## src/tbw_pkg.sv

```systemverilog
package tbw_pkg;
   // ****************************************
   // widths and counts
   // ****************************************
   localparam int PTR_W = 21;
   localparam int SEL_W = 3;
   localparam int HOLD_N = 8;
   localparam logic [PTR_W-1:0] PTR_RST = 21'h000000;
   localparam logic [7:0] BYTE_RST = 8'h00;
   localparam logic [PTR_W-1:0] PTR_ONE = 21'h000001;
   localparam logic [11:0] OPC_UPPER = 12'h000;
   localparam logic [1:0] OPC_WR_TAG = 2'h3;

   // ****************************************
   // pointer update modes
   // ****************************************
   typedef enum logic [1:0] {
      TBW_KEEP = 2'h0,
      TBW_POST_INC = 2'h1,
      TBW_POST_DEC = 2'h2,
      TBW_PRE_INC = 2'h3
   } tbw_mode_t;

   typedef enum logic [1:0] {
      TBW_IDLE = 2'h0,
      TBW_EXEC = 2'h1
   } tbw_state_t;
endpackage : tbw_pkg

```

## src/tbw_hold_if.sv

```systemverilog
`timescale 1ns/1ps
interface tbw_hold_if;
   logic wr;
   logic [tbw_pkg::SEL_W-1:0] sel;
   logic [7:0] data;
   logic [8*tbw_pkg::HOLD_N-1:0] bank;
   modport exec (output wr, output sel, output data, input bank);
   modport hold (input wr, input sel, input data, output bank);
endinterface : tbw_hold_if

```

## src/tbw_exec.sv

```systemverilog
`timescale 1ns/1ps
// How it works
// - low three pointer bits pick holding register
// - holding registers only stage later flash data
// - pointer is 21-bit program byte address
// - pointer bit zero selects low/high byte
// - keep, post-inc, post-dec or pre-inc pointer
module tbw_exec (
   input wire logic clk,
   input wire logic nrst,
   input wire logic instr_valid,
   input wire logic [15:0] instr_opcode,
   input wire logic [7:0] table_latch_byte,
   input wire logic ptr_load,
   input wire logic [tbw_pkg::PTR_W-1:0] ptr_load_value,
   output logic [tbw_pkg::PTR_W-1:0] table_pointer,
   output logic busy,
   output logic write_done,
   output logic high_byte_sel,
   output logic [8*tbw_pkg::HOLD_N-1:0] hold_bank
);
   // ****************************************
   // reset release
   // ****************************************
   logic [1:0] rst_sync_reg;
   logic rst_n;

   always_ff @(posedge clk or negedge nrst) begin
      if (!nrst) begin
         rst_sync_reg <= 2'h0;
      end else begin
         rst_sync_reg <= {rst_sync_reg[0], 1'b1};
      end
   end
   assign rst_n = rst_sync_reg[1];

   // ****************************************
   // state
   // ****************************************
   typedef struct packed {
      tbw_pkg::tbw_state_t st;
      tbw_pkg::tbw_mode_t mode;
      logic [tbw_pkg::PTR_W-1:0] ptr;
      logic [7:0] data;
      logic wr;
      logic [tbw_pkg::SEL_W-1:0] sel;
      logic busy;
      logic done;
      logic hi;
      logic [8*tbw_pkg::HOLD_N-1:0] bank;
   } tbw_exec_t;

   tbw_exec_t s_reg;
   tbw_exec_t s_next;
   tbw_hold_if hif ();

   // ****************************************
   // instruction decode
   // ****************************************
   function automatic logic is_write(input logic [15:0] op);
      logic upper_ok;
      logic tag_ok;
      upper_ok = op[15:4] == tbw_pkg::OPC_UPPER;
      tag_ok = op[3:2] == tbw_pkg::OPC_WR_TAG;
      return upper_ok && tag_ok;
   endfunction : is_write

   function automatic tbw_pkg::tbw_mode_t mode_of(input logic [15:0] op);
      tbw_pkg::tbw_mode_t m;
      m = tbw_pkg::TBW_KEEP;
      unique case (op[1:0])
         2'h0: begin
            m = tbw_pkg::TBW_KEEP;
         end
         2'h1: begin
            m = tbw_pkg::TBW_POST_INC;
         end
         2'h2: begin
            m = tbw_pkg::TBW_POST_DEC;
         end
         2'h3: begin
            m = tbw_pkg::TBW_PRE_INC;
         end
      endcase
      return m;
   endfunction : mode_of

   // ****************************************
   // pointer arithmetic
   // ****************************************
   function automatic logic [tbw_pkg::PTR_W-1:0] step(input logic [tbw_pkg::PTR_W-1:0] p,
                                                       input logic dec);
      return dec ? p - tbw_pkg::PTR_ONE : p + tbw_pkg::PTR_ONE;
   endfunction : step

   function automatic logic [tbw_pkg::PTR_W-1:0] write_addr(input logic [tbw_pkg::PTR_W-1:0] p,
                                                             input tbw_pkg::tbw_mode_t m);
      logic [tbw_pkg::PTR_W-1:0] a;
      a = p;
      if (m == tbw_pkg::TBW_PRE_INC) begin
         a = step(p, 1'b0);
      end
      return a;
   endfunction : write_addr

   function automatic logic [tbw_pkg::PTR_W-1:0] next_ptr(input logic [tbw_pkg::PTR_W-1:0] p,
                                                           input tbw_pkg::tbw_mode_t m);
      logic [tbw_pkg::PTR_W-1:0] n;
      n = p;
      unique case (m)
         tbw_pkg::TBW_KEEP: begin
            n = p;
         end
         tbw_pkg::TBW_POST_INC: begin
            n = step(p, 1'b0);
         end
         tbw_pkg::TBW_POST_DEC: begin
            n = step(p, 1'b1);
         end
         tbw_pkg::TBW_PRE_INC: begin
            n = write_addr(p, m);
         end
      endcase
      return n;
   endfunction : next_ptr

   function automatic logic [tbw_pkg::SEL_W-1:0] slot_of(input logic [tbw_pkg::PTR_W-1:0] a);
      return a[tbw_pkg::SEL_W-1:0];
   endfunction : slot_of

   function automatic logic is_high(input logic [tbw_pkg::PTR_W-1:0] a);
      return a[0];
   endfunction : is_high

   // ****************************************
   // execute
   // ****************************************
   always_comb begin
      logic [tbw_pkg::PTR_W-1:0] addr;
      logic take;

      addr = s_reg.ptr;
      take = instr_valid && is_write(instr_opcode);
      s_next = s_reg;
      s_next.wr = 1'b0;
      s_next.done = 1'b0;
      s_next.bank = hif.bank;

      unique case (s_reg.st)
         tbw_pkg::TBW_IDLE: begin
            if (ptr_load) begin
               s_next.ptr = ptr_load_value;
            end else if (take) begin
               s_next.mode = mode_of(instr_opcode);
               s_next.data = table_latch_byte;
               s_next.busy = 1'b1;
               s_next.st = tbw_pkg::TBW_EXEC;
            end else begin
               s_next.busy = 1'b0;
            end
         end
         tbw_pkg::TBW_EXEC: begin
            addr = write_addr(s_reg.ptr, s_reg.mode);
            s_next.wr = 1'b1;
            s_next.sel = slot_of(addr);
            s_next.hi = is_high(addr);
            s_next.ptr = next_ptr(s_reg.ptr, s_reg.mode);
            s_next.done = 1'b1;
            s_next.busy = 1'b0;
            s_next.st = tbw_pkg::TBW_IDLE;
         end
         default: begin
            s_next.st = tbw_pkg::TBW_IDLE;
         end
      endcase
   end

   // ****************************************
   // state registers
   // ****************************************
   always_ff @(posedge clk or negedge rst_n) begin
      if (!rst_n) begin
         s_reg <= '{
            st: tbw_pkg::TBW_IDLE,
            mode: tbw_pkg::TBW_KEEP,
            ptr: tbw_pkg::PTR_RST,
            data: tbw_pkg::BYTE_RST,
            wr: 1'b0,
            sel: '0,
            busy: 1'b0,
            done: 1'b0,
            hi: 1'b0,
            bank: '0
         };
      end else begin
         s_reg <= s_next;
      end
   end

   // ****************************************
   // holding bank feed
   // ****************************************
   assign hif.wr = s_reg.wr;
   assign hif.sel = s_reg.sel;
   assign hif.data = s_reg.data;

   // ****************************************
   // holding bank
   // ****************************************
   tbw_hold_bank u_bank (
      .clk(clk),
      .rst_n(rst_n),
      .hif(hif.hold)
   );

   // ****************************************
   // outputs
   // ****************************************
   assign table_pointer = s_reg.ptr;
   assign busy = s_reg.busy;
   assign write_done = s_reg.done;
   assign high_byte_sel = s_reg.hi;
   assign hold_bank = s_reg.bank;
endmodule : tbw_exec

```

## src/tbw_hold_bank.sv

```systemverilog
`timescale 1ns/1ps
module tbw_hold_bank (
   input wire logic clk,
   input wire logic rst_n,
   tbw_hold_if.hold hif
);
   // ****************************************
   // holding register array
   // ****************************************
   typedef struct packed {
      logic [tbw_pkg::HOLD_N-1:0][7:0] mem;
   } tbw_bank_t;

   tbw_bank_t s_reg;
   tbw_bank_t s_next;

   always_comb begin
      s_next = s_reg;
      if (hif.wr) begin
         s_next.mem[hif.sel] = hif.data;
      end
   end

   always_ff @(posedge clk or negedge rst_n) begin
      if (!rst_n) begin
         s_reg <= '0;
      end else begin
         s_reg <= s_next;
      end
   end

   assign hif.bank = s_reg.mem;
endmodule : tbw_hold_bank

```

## config.mk

```make
export PLATFORM = sky130hd
export DESIGN_NAME = tbw_exec
export DESIGN_NICKNAME = d
export VERILOG_FILES = /design/src/tbw_pkg.sv /design/src/tbw_hold_if.sv /design/src/tbw_exec.sv /design/src/tbw_hold_bank.sv
export SDC_FILE = /design/constraint.sdc
export NUM_CORES = 1
export LEC_CHECK = 0
export ABC_AREA = 1
export BUFFER_PORTS_ARGS = -buffer_cell sky130_fd_sc_hd__buf_4
export CORE_MARGIN = 2
export CORE_UTILIZATION = 51
export DETAILED_ROUTE_END_ITERATION = 16
export MAX_ROUTING_LAYER = met4
export PLACE_DENSITY = 0.74
export SLEW_MARGIN = 10
export SYNTH_ARGS = -nofsm -noshare
export SYNTH_HDL_FRONTEND = slang
export SYNTH_HIERARCHICAL = 1
export SYNTH_SLANG_ARGS = --single-unit
```

## constraint.sdc

```tcl
create_clock -name clk -period 6.7 [get_ports clk]
set_input_delay 0.335 -clock clk [delete_from_list [all_inputs] [get_ports clk]]
set_output_delay 0.335 -clock clk [all_outputs]
set_load 0.02 [all_outputs]
```

==> results.yml <==
outcome:
  outcome: "complete, no violations"
min_path:
  hp-class: "input pin to flop"
floorplanning:
  start_util_pct: 51.6
  die_h_um: 128
  core_mm2: 0.0151
  die_w_um: 128
  rows: 45
  ioPinCount: 137
  die-area_mm2: 0.0163
sta:
  max_slew_margin_pct: 42.8
  fin_tns_setup_ns: 0
  hold_violations: 0
  period_needed_ns: 2.86
  drv_slew: 0
  finalSetupViolations: 0
  clock_skew_ns: 0.00921
  finalCritPeriodShare_pct: 42.7
  worst_pin_slew_ns: 0.857
  rsz0062_at_grt: "no"
  max_freq_mhz: 349
routing:
  drc: 0
  ant_nets: 0
  firstDrtPassIters: 5
  wire_per_inst_um: 14.6
  vias: 5906
  drt-total-wl_um: 16900
  via_per_inst: 5.11
  drt_iter0_drc: 445
synthesis:
  async_flop_share_pct: 100
  synth-simple-area-share_pct: 28.0
  synthFlopType: "dfrtp_1"
  synthAdderAreaFrac_pct: 0.321
  syn_nets: 963
  synth_top_family_by_area: "simple AND/OR/NAND/NOR gates"
  syn_inst: 912
  post_synth.cell_area_avg_um2: 8.54
  synth_compound_area_share_pct: 2.59
  synth_seq_cells: 167
  synthMuxAreaShare_pct: 0
  synth_area_leaders: "dfrtp_1 (54%), nand2_1 (17%), buf_4 (8.4%)"
  synthDistinctLibCells: 35
  synth_area_mm2: 0.00779
  yosysTopAreaCell: "dfrtp_1"
  synth_top_area_share_pct: 53.6
  synth_xor_xnor_area_share_pct: 1.57
  synth-seq-area-share_pct: 53.6
  ys_warn_count: 6
  synth-edff-count: 0
cts:
  numCtsBuffers: 17
  root_buffer: "clkbuf_16"
  clk_pin_slew_worst_paths_ns: 0.06
  cts_tree: "built"
  ctsResizeCount: 0
  htree_levels: 4
  clock_path_buffers: 2
  cts.sinks: 167
  clk_latency_ns: 0.43
worst_setup_path:
  crit_path_max_incr_delay_ns: 0.75
  cp.arrival_ns: 3.16
  start_kind: "flop"
  endpoint_kind: "flop"
  crit_chain: "inv_2, a31oi_2, inv_1, o21ai_0, o21ai_0"
  worstPathRequired_ns: 7.00
  crit_slowest_cell: "dfrtp_1"
  cp_top_family: "compound AO/OA/AOI/OAI gates"
  critPathKind: "flop to flop"
  cp_num_buf_inv: 2
  cp_common_cell: "o21ai_0"
  crit_fanout: 29
grt:
  grt_pass1_vias: 5433
  antenna_found_initial: 0
  gr-total-overflow: 0
  grt_first_pass_wirelength_um: 27400
  track_usage_pct: 22.2
  grt_start_max_net_pins: 67
layout:
  seqCellArea_mm2: 0.00418
  stdcell_count: 1156
  fillCellCount: 1310
  post-route-util_pct: 57.9
  drive_gt1_share_pct: 19.2
  antenna_cells: 0
  final_nets: 1006
  multi_input_area_mm2: 0.00253
  areaGrowthSynthToFinish_pct: 12.1
pwr:
  power.total_uw: 2130
  leakage_uw: 0.00399
  p_per_area_mw_per_mm2: 243
  ir_worst_vdd_v: 0.000191
placed_design:
  portBuffers: 136
  routabilityCongestion: 0.928
  hpwl_um: 11800
  dp.cells: 1123
job:
  drv_cap: 0
[cell families after synthesis]
| kind of cell | Yosys count |
|---|---|
| and+or+nand+nor | 534 |
| DFF | 167 |
| buffers and inverters | 158 |
| AOI/OAI and AO/OA | 36 |
| xor gates and xnor gates | 14 |
| adders and majority gates | 2 |
| other | 1 |
[power breakdown]
part,leakage [uW],internal [uW],switching [uW]
registers,0.00161,1020,36.9
clock network,0.000272,521,400
logic,0.00211,59.8,88.1
[cell usage after synthesis (2+ instances only)]
cell and count:
nor2_4 2, dfrtp_1 167, o22ai_1 2, a21oi_1 6, buf_1 2, buf_2 12, nor2_1 89, nor3_2 2
bufbuf_8 8, nand3_1 69, inv_2 2, nor2_2 5, xor2_1 14, buf_4 87, o21ai_0 19, nand3b_1 2
ha_1 2, nand2_1 347, clkbuf_1 5, inv_1 39, o21ai_1 4, buf_6 2, nand4_1 8, nor3_1 6
[cell usage in the layout (no fill, tap or decap), types with 3 or more instances in the layout]
master,count
nand2_1,347
nor3_1,6
inv_6,4
o21ai_0,19
buf_4,140
clkinvlp_4,3
inv_1,39
o21ai_1,4
a21oi_1,6
nand3_1,69
nor2_1,89
xor2_1,14
clkbuf_8,4
clkbuf_16,17
nor2_2,5
nand4_1,8
dfrtp_1,166
[final cells by class]
class / count / share of cell area (%)
flip-flops and latches: 167 / 47.9
clock buffers: 22 / 5.55
clock inverters: 10 / 0.946
repair buffers: 141 / 12.2
well taps: 188 / 2.69
multi-input cells: 587 / 29.0
inverters: 41 / 1.76
[worst min-delay path, delay by kind of cell]
family | cells | cell delay [ns]
simple gates | 2 | 0.08
buf+inv | 1 | 0.07
[metal layers]
| metal | part of all wire, % | vias up | global-route usage [%] | wire [um] |
|---|---|---|---|---|
| li1 | - | 2846 | - | - |
| met1 | 44 | 2772 | 30.5 | 7520 |
| met2 | 46 | 253 | 32.5 | 7820 |
| met3 | 6.7 | 35 | 4.02 | 1130 |
| met4 | 2.7 | 0 | 9.89 | 455 |
| met5 | 0 | - | - | 0 |
[path summary, 6_finish.rpt]
kind | startpoint | endpoint | slack [ns] | cells past startpoint
min in group asynchronous | nrst | rst_sync_reg[1]$_DFF_PN0_ | 0.22 | 2
max in group asynchronous | rst_sync_reg[1]$_DFF_PN0_ | table_pointer[3]$_DFFE_PN0P_ | 5.08 | 1
setup reg to reg | s_reg[100]$_DFFE_PN0P_ | table_pointer[2]$_DFFE_PN0P_ | 3.84 | 5
hold reg to reg | rst_sync_reg[0]$_DFF_PN0_ | rst_sync_reg[1]$_DFF_PN0_ | 0.34 | 0
setup / recovery | s_reg[100]$_DFFE_PN0P_ | table_pointer[2]$_DFFE_PN0P_ | 3.84 | 5
hold / removal | table_latch_byte[4] | hif.data[4]$_DFFE_PN0P_ | 0.10 | 3
[stage by stage]
stage	worst slack [ns]	area (um2)	hold slack [ns]
2_1_floorplan	1.70	7790	0.0394
5_1_grt	3.44	8730	0.0906
4_1_cts	3.90	8730	0.0817
6_report	3.84	8730	0.100
3_5_place_dp	3.92	8160	0.120
3_3_place_gp	4.03	8160	0.118
[repair_timing]
action / CTS / global route
hold endpoints to repair: 2 / 0
hold buffers: 1 / 0
setup buffers: 0 / 0
(Power assumes the default switching activity.)
